`src/core/fpp_regs.svh`:
```
`ifndef FPP_REGS_SVH
`define FPP_REGS_SVH
// Register byte offsets
`define FPP_OFS_KEY 8'h00
`define FPP_OFS_VIEW 8'h04
`define FPP_OFS_STATUS 8'h08
`define FPP_OFS_PRE1 8'h10
`define FPP_OFS_PRE2 8'h14
`define FPP_OFS_BPRE 8'h18
`define FPP_OFS_SCALE 8'h1c
`define FPP_OFS_TO1 8'h20
`define FPP_OFS_TO2 8'h24
`define FPP_OFS_TO3 8'h28
`define FPP_OFS_MODE 8'h2c
`define FPP_OFS_TEST 8'h30
// Key codes written to the key register
`define FPP_KEY_BTN1 4'h1
`define FPP_KEY_BTN2 4'h2
`define FPP_KEY_BTN3 4'h3
`define FPP_KEY_BTN4 4'h4
`define FPP_KEY_BTN5 4'h5
`define FPP_KEY_BTN6 4'h6
`define FPP_KEY_INC 4'ha
`define FPP_KEY_ENTER 4'he
`define FPP_KEY_EXIT 4'hf
// Function codes
`define FPP_CODE_TO1 8'h53
`define FPP_CODE_TO2 8'h55
`define FPP_CODE_TO3 8'h65
`define FPP_CODE_MIN 8'h41
`define FPP_CODE_MAX 8'h66
// Limits, BCD digits
`define FPP_TO_MAX 20'h59999
`define FPP_SF_MIN 20'h00001
`define FPP_SF_MAX 20'h59999
// Reset values
`define FPP_SF_RST 20'h10000
// Timing
`define FPP_CLK_HZ 10000000
`define FPP_STEP_MS 500
`define FPP_EXIT_S 6
`endif

```
`src/core/fpp_pkg.sv`:
```
package fpp_pkg;
  typedef enum logic [2:0] {
    FPP_IDLE, FPP_SEL, FPP_MODE_ID, FPP_DATA, FPP_TEST_ARM, FPP_TEST_RUN,
    FPP_TEST_OUT
  } fpp_state_e;
  typedef enum logic [2:0] {
    FPP_T_NONE, FPP_T_PRE1, FPP_T_PRE2, FPP_T_BPRE, FPP_T_SCALE,
    FPP_T_TO1, FPP_T_TO2, FPP_T_TO3
  } fpp_target_e;
  typedef logic [19:0] fpp_bcd_t;
endpackage : fpp_pkg

```
`src/core/fpp_store.sv`:
```
`timescale 1ns/10ps
// One committed value; load only on enter
module fpp_store #(
  parameter logic [19:0] RST_VAL = 20'h00000
) (
  // Clock and reset
  input wire logic clk,
  input wire logic rst,
  // Load
  input wire logic load,
  input wire logic [19:0] din,
  output logic [19:0] dout
);
  always_ff @(posedge clk or posedge rst) begin
    if (rst) begin
      dout <= RST_VAL;
    end else if (load) begin
      dout <= din;
    end
  end
endmodule : fpp_store

```
`src/core/fpp_panel.sv`:
```
// Our own choices: the placing of the registers and the plain strobed port.
`timescale 1ns/10ps
`include "fpp_regs.svh"
module fpp_panel import fpp_pkg::*; #(
  parameter int STEP_CYC = `FPP_CLK_HZ / 1000 * `FPP_STEP_MS,
  parameter int EXIT_CYC = `FPP_CLK_HZ * `FPP_EXIT_S
) (
  // Clock and reset
  input wire logic clk,
  input wire logic rst,
  // Register port
  input wire logic [7:0] addr,
  input wire logic [31:0] wdata,
  input wire logic wr,
  input wire logic rd,
  output logic [31:0] rdata,
  // Counter core side
  input wire logic program_lockout_input,
  input wire logic [19:0] raw_count,
  input wire logic batch_view,
  output logic [35:0] scaled_count,
  output logic [19:0] display_digits,
  output logic [4:0] display_points,
  output logic test_active,
  output logic test_out1,
  output logic test_out2
);
  //////////////////////////////////////////////////////////////////////////
  fpp_state_e state;
  fpp_target_e target;
  fpp_bcd_t edit;
  logic [7:0] code;
  logic [3:0] mode_digit;
  logic [7:0] mode_mem [0:31];
  logic [4:0] mode_slot;
  logic [3:0] test_digit;
  logic [31:0] tmr;
  logic key_wr;
  logic [3:0] key;
  logic commit;
  logic [19:0] pre1, pre2, bpre, scale, to1, to2, to3;
  logic [19:0] cur_val;
  logic edit_ok;
  logic code_ok;

  assign key_wr = wr && addr == `FPP_OFS_KEY;
  assign key = wdata[3:0];
  // Lockout blocks stores and the output test; navigation and viewing go on
  assign commit = key_wr && key == `FPP_KEY_ENTER && state == FPP_DATA
                  && !program_lockout_input && edit_ok;
  // Legal codes: 41..66 with a valid low digit 1..6
  assign code_ok = code >= `FPP_CODE_MIN && code <= `FPP_CODE_MAX
                   && code[3:0] >= 4'h1 && code[3:0] <= 4'h6;
  // Tens 4..6 and units 1..6 give every legal code a slot of its own
  assign mode_slot = {code[5:4], code[2:0]};

  always_comb begin
    unique case (target)
      FPP_T_PRE1: cur_val = pre1;
      FPP_T_PRE2: cur_val = pre2;
      FPP_T_BPRE: cur_val = bpre;
      FPP_T_SCALE: cur_val = scale;
      FPP_T_TO1: cur_val = to1;
      FPP_T_TO2: cur_val = to2;
      FPP_T_TO3: cur_val = to3;
      default: cur_val = 20'h00000;
    endcase
  end

  always_comb begin
    if (target == FPP_T_SCALE) begin
      edit_ok = edit >= `FPP_SF_MIN && edit <= `FPP_SF_MAX;
    end else if (target == FPP_T_TO1 || target == FPP_T_TO2
                 || target == FPP_T_TO3) begin
      edit_ok = edit <= `FPP_TO_MAX;
    end else begin
      edit_ok = 1'b1;
    end
  end

  //////////////////////////////////////////////////////////////////////////
  // Value stores, loaded only by enter
  fpp_store u_pre1 (.clk(clk), .rst(rst),
    .load(commit && target == FPP_T_PRE1), .din(edit), .dout(pre1));
  fpp_store u_pre2 (.clk(clk), .rst(rst),
    .load(commit && target == FPP_T_PRE2), .din(edit), .dout(pre2));
  fpp_store u_bpre (.clk(clk), .rst(rst),
    .load(commit && target == FPP_T_BPRE), .din(edit), .dout(bpre));
  fpp_store #(.RST_VAL(`FPP_SF_RST)) u_scale (.clk(clk), .rst(rst),
    .load(commit && target == FPP_T_SCALE), .din(edit), .dout(scale));
  fpp_store u_to1 (.clk(clk), .rst(rst),
    .load(commit && target == FPP_T_TO1), .din(edit), .dout(to1));
  fpp_store u_to2 (.clk(clk), .rst(rst),
    .load(commit && target == FPP_T_TO2), .din(edit), .dout(to2));
  fpp_store u_to3 (.clk(clk), .rst(rst),
    .load(commit && target == FPP_T_TO3), .din(edit), .dout(to3));

  //////////////////////////////////////////////////////////////////////////
  // Key interpreter
  always_ff @(posedge clk or posedge rst) begin
    if (rst) begin
      state <= FPP_IDLE;
      target <= FPP_T_NONE;
      edit <= 20'h00000;
      code <= 8'h00;
      mode_digit <= 4'h0;
    end else if (state == FPP_TEST_RUN && tmr == 32'(STEP_CYC - 1)
                 && test_digit == 4'h0) begin
      state <= FPP_TEST_OUT;
    end else if (state == FPP_TEST_OUT && tmr == 32'(EXIT_CYC - 1)) begin
      state <= FPP_IDLE;
    end else if (key_wr && key == `FPP_KEY_EXIT) begin
      state <= FPP_IDLE; // Edit buffer dropped
      target <= FPP_T_NONE;
    end else if (key_wr) begin
      unique case (state)
        FPP_IDLE: begin
          if (key == `FPP_KEY_BTN4) begin
            state <= FPP_SEL;
            code <= 8'h00;
          end else if (key == `FPP_KEY_BTN6) begin
            state <= FPP_TEST_ARM;
          end else if (key == `FPP_KEY_BTN3) begin
            state <= FPP_DATA;
            target <= FPP_T_SCALE;
            edit <= scale;
          end else if (key == `FPP_KEY_BTN1) begin
            state <= FPP_DATA;
            target <= batch_view ? FPP_T_BPRE : FPP_T_PRE1;
            edit <= batch_view ? bpre : pre1;
          end else if (key == `FPP_KEY_BTN2 && !batch_view) begin
            state <= FPP_DATA;
            target <= FPP_T_PRE2;
            edit <= pre2;
          end
        end
        FPP_SEL: begin
          if (key <= 4'h9) begin
            code <= {code[3:0], key}; // Two digits, shown left
          end else if (key == `FPP_KEY_ENTER) begin
            if (code == `FPP_CODE_TO1 || code == `FPP_CODE_TO2
                || code == `FPP_CODE_TO3) begin
              state <= FPP_DATA;
              target <= code == `FPP_CODE_TO1 ? FPP_T_TO1 :
                        code == `FPP_CODE_TO2 ? FPP_T_TO2 : FPP_T_TO3;
              edit <= code == `FPP_CODE_TO1 ? to1 :
                      code == `FPP_CODE_TO2 ? to2 : to3;
            end else if (code_ok) begin
              state <= FPP_MODE_ID;
              mode_digit <= mode_mem[mode_slot][3:0];
            end else begin
              state <= FPP_IDLE;
            end
          end
        end
        FPP_MODE_ID: begin
          if (key <= 4'h9) begin
            mode_digit <= key; // Shown right
          end else if (key == `FPP_KEY_ENTER) begin
            state <= FPP_IDLE;
          end
        end
        FPP_DATA: begin
          if (key >= `FPP_KEY_BTN1 && key <= `FPP_KEY_BTN5) begin
            // Button under a digit bumps it, wrapping 9 to 0
            for (int i = 0; i < 5; i++) begin
              if (key == 4'(5 - i)) begin
                edit[i*4 +: 4] <= edit[i*4 +: 4] == 4'h9 ? 4'h0 :
                                  edit[i*4 +: 4] + 4'h1;
              end
            end
          end else if (key == `FPP_KEY_ENTER) begin
            state <= FPP_IDLE;
            target <= FPP_T_NONE;
          end
        end
        FPP_TEST_ARM: begin
          state <= key == `FPP_KEY_INC ? FPP_TEST_RUN : FPP_IDLE;
        end
        default: begin
        end
      endcase
    end
  end

  // Mode store, one slot per code; locked out under lockout
  always_ff @(posedge clk) begin
    if (key_wr && key == `FPP_KEY_ENTER && state == FPP_MODE_ID
        && !program_lockout_input) begin
      mode_mem[mode_slot] <= {4'h0, mode_digit};
    end
  end

  //////////////////////////////////////////////////////////////////////////
  // Self test sequencer; counting inputs untouched
  always_ff @(posedge clk or posedge rst) begin
    if (rst) begin
      tmr <= 32'h0;
      test_digit <= 4'hf;
    end else if (state == FPP_TEST_RUN || state == FPP_TEST_OUT) begin
      if ((state == FPP_TEST_RUN && tmr == 32'(STEP_CYC - 1))) begin
        tmr <= 32'h0;
        test_digit <= test_digit == 4'hf ? 4'h9 : test_digit - 4'h1;
      end else if (state == FPP_TEST_OUT && tmr == 32'(EXIT_CYC - 1)) begin
        tmr <= 32'h0;
      end else begin
        tmr <= tmr + 32'h1;
      end
    end else begin
      tmr <= 32'h0;
      test_digit <= 4'hf;
    end
  end

  always_ff @(posedge clk or posedge rst) begin
    if (rst) begin
      test_out1 <= 1'b0;
      test_out2 <= 1'b0;
    end else if (state != FPP_TEST_OUT || program_lockout_input) begin
      test_out1 <= 1'b0;
      test_out2 <= 1'b0;
    end else if (key_wr && key == `FPP_KEY_BTN1) begin
      test_out1 <= ~test_out1;
    end else if (key_wr && key == `FPP_KEY_BTN2) begin
      test_out2 <= ~test_out2;
    end
  end

  //////////////////////////////////////////////////////////////////////////
  // Display and scaled readout
  always_ff @(posedge clk or posedge rst) begin
    if (rst) begin
      display_digits <= 20'h00000;
      display_points <= 5'h00;
      test_active <= 1'b0;
      scaled_count <= 36'h0;
    end else begin
      // Binary product; decoding to BCD left to the display path
      scaled_count <= 36'(raw_count * scale);
      test_active <= state == FPP_TEST_RUN || state == FPP_TEST_OUT;
      display_points <= state == FPP_TEST_RUN && test_digit == 4'hf ?
                        5'h1f : 5'h00;
      unique case (state)
        FPP_SEL: display_digits <= {code, 12'h000};
        FPP_MODE_ID: display_digits <= {code, 8'h00, mode_digit};
        FPP_DATA: display_digits <= edit;
        FPP_TEST_RUN: display_digits <= {5{test_digit}};
        default: display_digits <= raw_count;
      endcase
    end
  end

  //////////////////////////////////////////////////////////////////////////
  // Register reads: viewing never changes state
  always_ff @(posedge clk or posedge rst) begin
    if (rst) begin
      rdata <= 32'h0;
    end else if (rd) begin
      unique case (addr)
        `FPP_OFS_VIEW: rdata <= {12'h000, display_digits};
        `FPP_OFS_STATUS: rdata <= {25'h0, program_lockout_input,
                                   test_active, 2'b00, state};
        `FPP_OFS_PRE1: rdata <= {12'h000, pre1};
        `FPP_OFS_PRE2: rdata <= {12'h000, pre2};
        `FPP_OFS_BPRE: rdata <= {12'h000, bpre};
        `FPP_OFS_SCALE: rdata <= {12'h000, scale};
        `FPP_OFS_TO1: rdata <= {12'h000, to1};
        `FPP_OFS_TO2: rdata <= {12'h000, to2};
        `FPP_OFS_TO3: rdata <= {12'h000, to3};
        `FPP_OFS_MODE: rdata <= {24'h0, code};
        `FPP_OFS_TEST: rdata <= {30'h0, test_out2, test_out1};
        default: rdata <= 32'h0;
      endcase
    end else begin
      rdata <= 32'h0;
    end
  end

  //////////////////////////////////////////////////////////////////////////
  a_lock_store: assert property (@(posedge clk) disable iff (rst)
    program_lockout_input |=> $stable(scale) && $stable(pre1))
    else $error("store changed under lockout");
  a_sf_range: assert property (@(posedge clk) disable iff (rst)
    commit && target == FPP_T_SCALE |=> scale >= 20'h00001
    && scale <= 20'h59999) else $error("scale factor out of range");
  a_to_range: assert property (@(posedge clk) disable iff (rst)
    to1 <= 20'h59999 && to2 <= 20'h59999 && to3 <= 20'h59999)
    else $error("timed output above limit");
  a_enter_only: assert property (@(posedge clk) disable iff (rst)
    !(key_wr && key == `FPP_KEY_ENTER) |=> $stable(to1) && $stable(pre2))
    else $error("value stored without enter");
  a_out_lock: assert property (@(posedge clk) disable iff (rst)
    program_lockout_input |=> !test_out1 && !test_out2)
    else $error("output test under lockout");
  a_out_mode: assert property (@(posedge clk) disable iff (rst)
    test_out1 |-> $past(state) == FPP_TEST_OUT)
    else $error("output test outside test mode");
  a_scale_mul: assert property (@(posedge clk) disable iff (rst)
    ##1 scaled_count == 36'($past(raw_count) * $past(scale)))
    else $error("scaled readout wrong");
  a_test_start: assert property (@(posedge clk) disable iff (rst)
    state == FPP_TEST_ARM && key_wr && key == `FPP_KEY_INC
    |=> state == FPP_TEST_RUN ##1 display_points == 5'h1f)
    else $error("self test did not start");
  a_bad_code: assert property (@(posedge clk) disable iff (rst)
    state == FPP_SEL && key_wr && key == `FPP_KEY_ENTER && !code_ok
    && code != 8'h53 && code != 8'h55 && code != 8'h65
    |=> state == FPP_IDLE) else $error("illegal code accepted");
endmodule : fpp_panel

```
`config.mk`:
```
export PLATFORM = sky130hd
export DESIGN_NAME = fpp_panel
export DESIGN_NICKNAME = d
export VERILOG_FILES = /design/src/core/fpp_pkg.sv /design/src/core/fpp_store.sv /design/src/core/fpp_panel.sv
export VERILOG_INCLUDE_DIRS = /design/src /design/src/core
export SDC_FILE = /design/constraint.sdc
export NUM_CORES = 2
export LEC_CHECK = 0
export BUFFER_PORTS_ARGS = -buffer_cell sky130_fd_sc_hd__buf_2
export CAP_MARGIN = 20
export CORE_MARGIN = 1.5
export CORE_UTILIZATION = 33
export DETAILED_ROUTE_END_ITERATION = 10
export SLEW_MARGIN = 5
export SYNTH_ARGS = -nofsm -noshare
export SYNTH_HDL_FRONTEND = slang
export SYNTH_HIERARCHICAL = 1
export SYNTH_SLANG_ARGS = --single-unit
```
`constraint.sdc`:
```
create_clock -name clk -period 9.8 [get_ports clk]
set_input_delay 0.98 -clock clk [delete_from_list [all_inputs] [get_ports clk]]
set_output_delay 0.98 -clock clk [all_outputs]
set_load 0.01 [all_outputs]
```
==> flow_summary.json <==
{
  "design.core.area_um2": 99860,
  "cp_max_fo": 23,
  "synth.distinct_cells": 84,
  "synth-edff-count": 128,
  "vias_per_cell": 5.329,
  "syn2layout_area_growth_pct": 10.74,
  "fp.dieH_um": 320.1,
  "hpwl_mm": 67.18,
  "fin_area_um2": 36740,
  "synth_top_family_by_area": "adder cells",
  "top_register": "mode_mem",
  "track_usage_pct": 19.08,
  "cap_violations": 0,
  "holdCritPathClass": "in -> async",
  "ctsResizeCount": 0,
  "fmax_ghz": 0.1315,
  "fin_crit_sh_pct": 77.57,
  "synth_compound_area_share_pct": 9.650,
  "num_rows": 116,
  "start_util_pct": 33.23,
  "r2r-start": "u_scale/dout[11]$_DFFE_PP0P_",
  "synth_seq_cells": 422,
  "vias": 24070,
  "antenna_found_initial": 18,
  "yosysWarnings": 6,
  "grt-ovfl-total": 0,
  "cp-startpoint": "u_scale/dout[11]$_DFFE_PP0P_",
  "synth_xor_area_share_pct": 1.953,
  "ant_nets": 0,
  "rsz0062_at_grt": "false",
  "startpoint_type": "register",
  "arrival_ns": 8.07,
  "routed_wl_mm": 96.54,
  "clock-root-buffer": "clkbuf_16",
  "post_drt_wl_per_cell_um": 21.38,
  "async_flop_share_pct": 69.67,
  "setup_viol": 0,
  "firstDrtPassIters": 7,
  "io_buffers": 121,
  "power_density_nw_per_um2": 108.6,
  "final_core_util_pct": 36.79,
  "final_cell_mix": "inv_1 (380), nand2_1 (330), fa_1 (315)",
  "grt_max_degree": 92,
  "finalHoldViolCount": 0,
  "synthAdderAreaFrac_pct": 23.76,
  "clk_latency_ns": 0.62,
  "worst_pin_slew_ns": 1.119,
  "cts_max_level": 2,
  "worstSetupEndpointType": "register",
  "finClkSkew_ns": 0.04555,
  "synth_ff_type": "dfrtp_1",
  "syn_inst": 3146,
  "synth_simple_gate_area_share_pct": 13.71,
  "pre_cts_slack_ns": 1.700,
  "dieArea_um2": 102500,
  "status": "finished, final reports clean",
  "cts.path.max_buffers": 3,
  "cts_sinks": 422,
  "drtIter0Drc": 2198,
  "drive_above_1_share_pct": 14.93,
  "finalNetCount": 3682,
  "tns_ns": 0,
  "muxShareOfSynthArea_pct": 9.828,
  "ioPinCount": 162,
  "fin_ws_ns": 2.198,
  "gp_congestion": 0.8703,
  "cts_setup_buffers": 0,
  "p_leak_uw": 0.01679,
  "ctsHoldBuffers": 0,
  "critPathRequiredTime_ns": 10.26,
  "path_clk_slew_ns": 0.06,
  "yosysSeqAreaShare_pct": 33.78,
  "vdd_drop_max_uv": 114.7,
  "largest_register_ff_count": 128,
  "slew_headroom_pct": 25.34,
  "mostFrequentLayoutCell": "inv_1",
  "grt_pass1_vias": 24700,
  "cts_tree": "done",
  "drc": 0,
  "finalPower_uw": 3991,
  "placed_cell_area_um2": 34920,
  "drv_slew": 0,
  "avgSynthCellArea_um2": 10.55,
  "fillers": 9885,
  "cts_buffers": 49,
  "rr_worst_depth": 22,
  "reg_top3": "mode_mem: 128 flops, scaled_count: 36 flops, tmr: 32 flops",
  "regToRegSetupSlack_ns": 2.20,
  "synth_area_um2": 33180,
  "setup.worst_path.class": "reg -> reg",
  "grt_pass1_wl_mm": 151.3,
  "worstReg2RegEnd": "scaled_count[35]$_DFF_PP0_",
  "die_x_um": 320.1,
  "period_needed_ns": 7.602
}
==> synthesized netlist by cell type (9+ instances only) <==
| master | instances | area, µm² |
|---|---|---|
| and2_1 | 225 | 1408 |
| a211oi_1 | 11 | 82.58 |
| edfxtp_1 | 128 | 3844 |
| o21ai_0 | 99 | 495.5 |
| ha_1 | 126 | 1577 |
| a222oi_1 | 12 | 120.1 |
| and3_1 | 10 | 62.56 |
| mux2_4 | 140 | 2102 |
| a221oi_1 | 28 | 245.2 |
| inv_1 | 381 | 1430 |
| buf_6 | 14 | 157.7 |
| nor4_1 | 17 | 106.4 |
| a31oi_1 | 27 | 168.9 |
| fa_1 | 315 | 6306 |
| nand2b_1 | 12 | 75.07 |
| dfrtp_1 | 289 | 7232 |
| nand4_1 | 16 | 100.1 |
| nor3_1 | 26 | 130.1 |
| mux2i_1 | 28 | 280.3 |
| or3_1 | 9 | 56.30 |
| nand3_1 | 37 | 185.2 |
| xnor2_1 | 48 | 420.4 |
| mux4_2 | 34 | 765.7 |
| a21o_1 | 11 | 82.58 |
| a22oi_1 | 66 | 495.5 |
| nor2b_1 | 16 | 100.1 |
| buf_4 | 19 | 142.6 |
| clkbuf_1 | 157 | 589.3 |
| xor2_1 | 26 | 227.7 |
| buf_2 | 9 | 45.04 |
| o22ai_1 | 32 | 200.2 |
| a21oi_1 | 114 | 570.6 |
| buf_1 | 16 | 60.06 |
| nor2_1 | 171 | 641.9 |
| a22o_1 | 27 | 236.5 |
| nand2_1 | 331 | 1242 |
==> critical path, cell delays in order (launching register included) <==
cell      delay, ns
dfrtp_1        1.00
nand2_1        0.18
fa_1           0.57
inv_1          0.05
fa_1           0.50
inv_1          0.06
fa_1           0.52
inv_1          0.05
fa_1           0.51
fa_1           0.43
fa_1           0.51
inv_1          0.06
fa_1           0.48
inv_1          0.04
ha_1           0.35
a21oi_1        0.23
o211ai_1       0.25
a32oi_1        0.40
o211ai_2       0.20
a31oi_4        0.30
o31ai_2        0.13
or4_1          0.39
and4_1         0.19
==> stage by stage <==
| stage | hold WS, ns | std cells |
|---|---|---|
| 3_3_place_gp | 0.4913 | 4418 |
| 6_report | 0.4795 | 4516 |
| 4_1_cts | 0.4651 | 4510 |
| 2_1_floorplan | 0.4648 | 3157 |
| 3_5_place_dp | 0.4919 | 4418 |
| 5_1_grt | 0.4964 | 4515 |
==> cells by family (layout without fill, tap and decap cells) <==
kind of cell    count (synthesis)  after routing
mux                           212            212
buf+inv                       596            655
other cells                     1             14
flops                         422            422
fa+ha+maj                     441            441
simple gates                  917            917
xor+xnor                       74             74
compound gates                483            483
==> worst max path at each step <==
stage,cells after the start,slack [ns],end
global placement,24,1.71,scaled_count[35]$_DFF_PP0_
detailed placement,24,1.70,scaled_count[35]$_DFF_PP0_
global route,22,1.87,scaled_count[34]$_DFF_PP0_
floorplan,24,2.58,scaled_count[35]$_DFF_PP0_
finish,22,2.20,scaled_count[35]$_DFF_PP0_
CTS,22,2.19,scaled_count[34]$_DFF_PP0_
==> layer usage <==
layer  wire length, µm  track usage [%]  vias to the layer above
li1                  -                -                    10540
met5               155                0                        -
met1             41510            26.09                    12380
met2             44700            30.61                      919
met4              2897            5.750                       28
met3              7282            3.622                      195
==> where the power goes <==
group,internal (µW),switching [µW],leakage [µW],total (µW)
clock network,1150,785,0.000825,1930
logic,50.3,131,0.0105,181
registers,1830,43.7,0.00548,1880
==> cell type report <==
cell class	instances	area, µm²	share of cell area (%)
antenna	2	5.005	0.01362
clock buffer	69	1414	3.848
clock inverter	23	294.0	0.8003
inverter	381	1435	3.906
multi-input combinational	2139	19620	53.39
sequential	422	11210	30.51
tap	1298	1624	4.420
timing repair buffer	182	1144	3.113
Power figures use the tool's default switching activity.
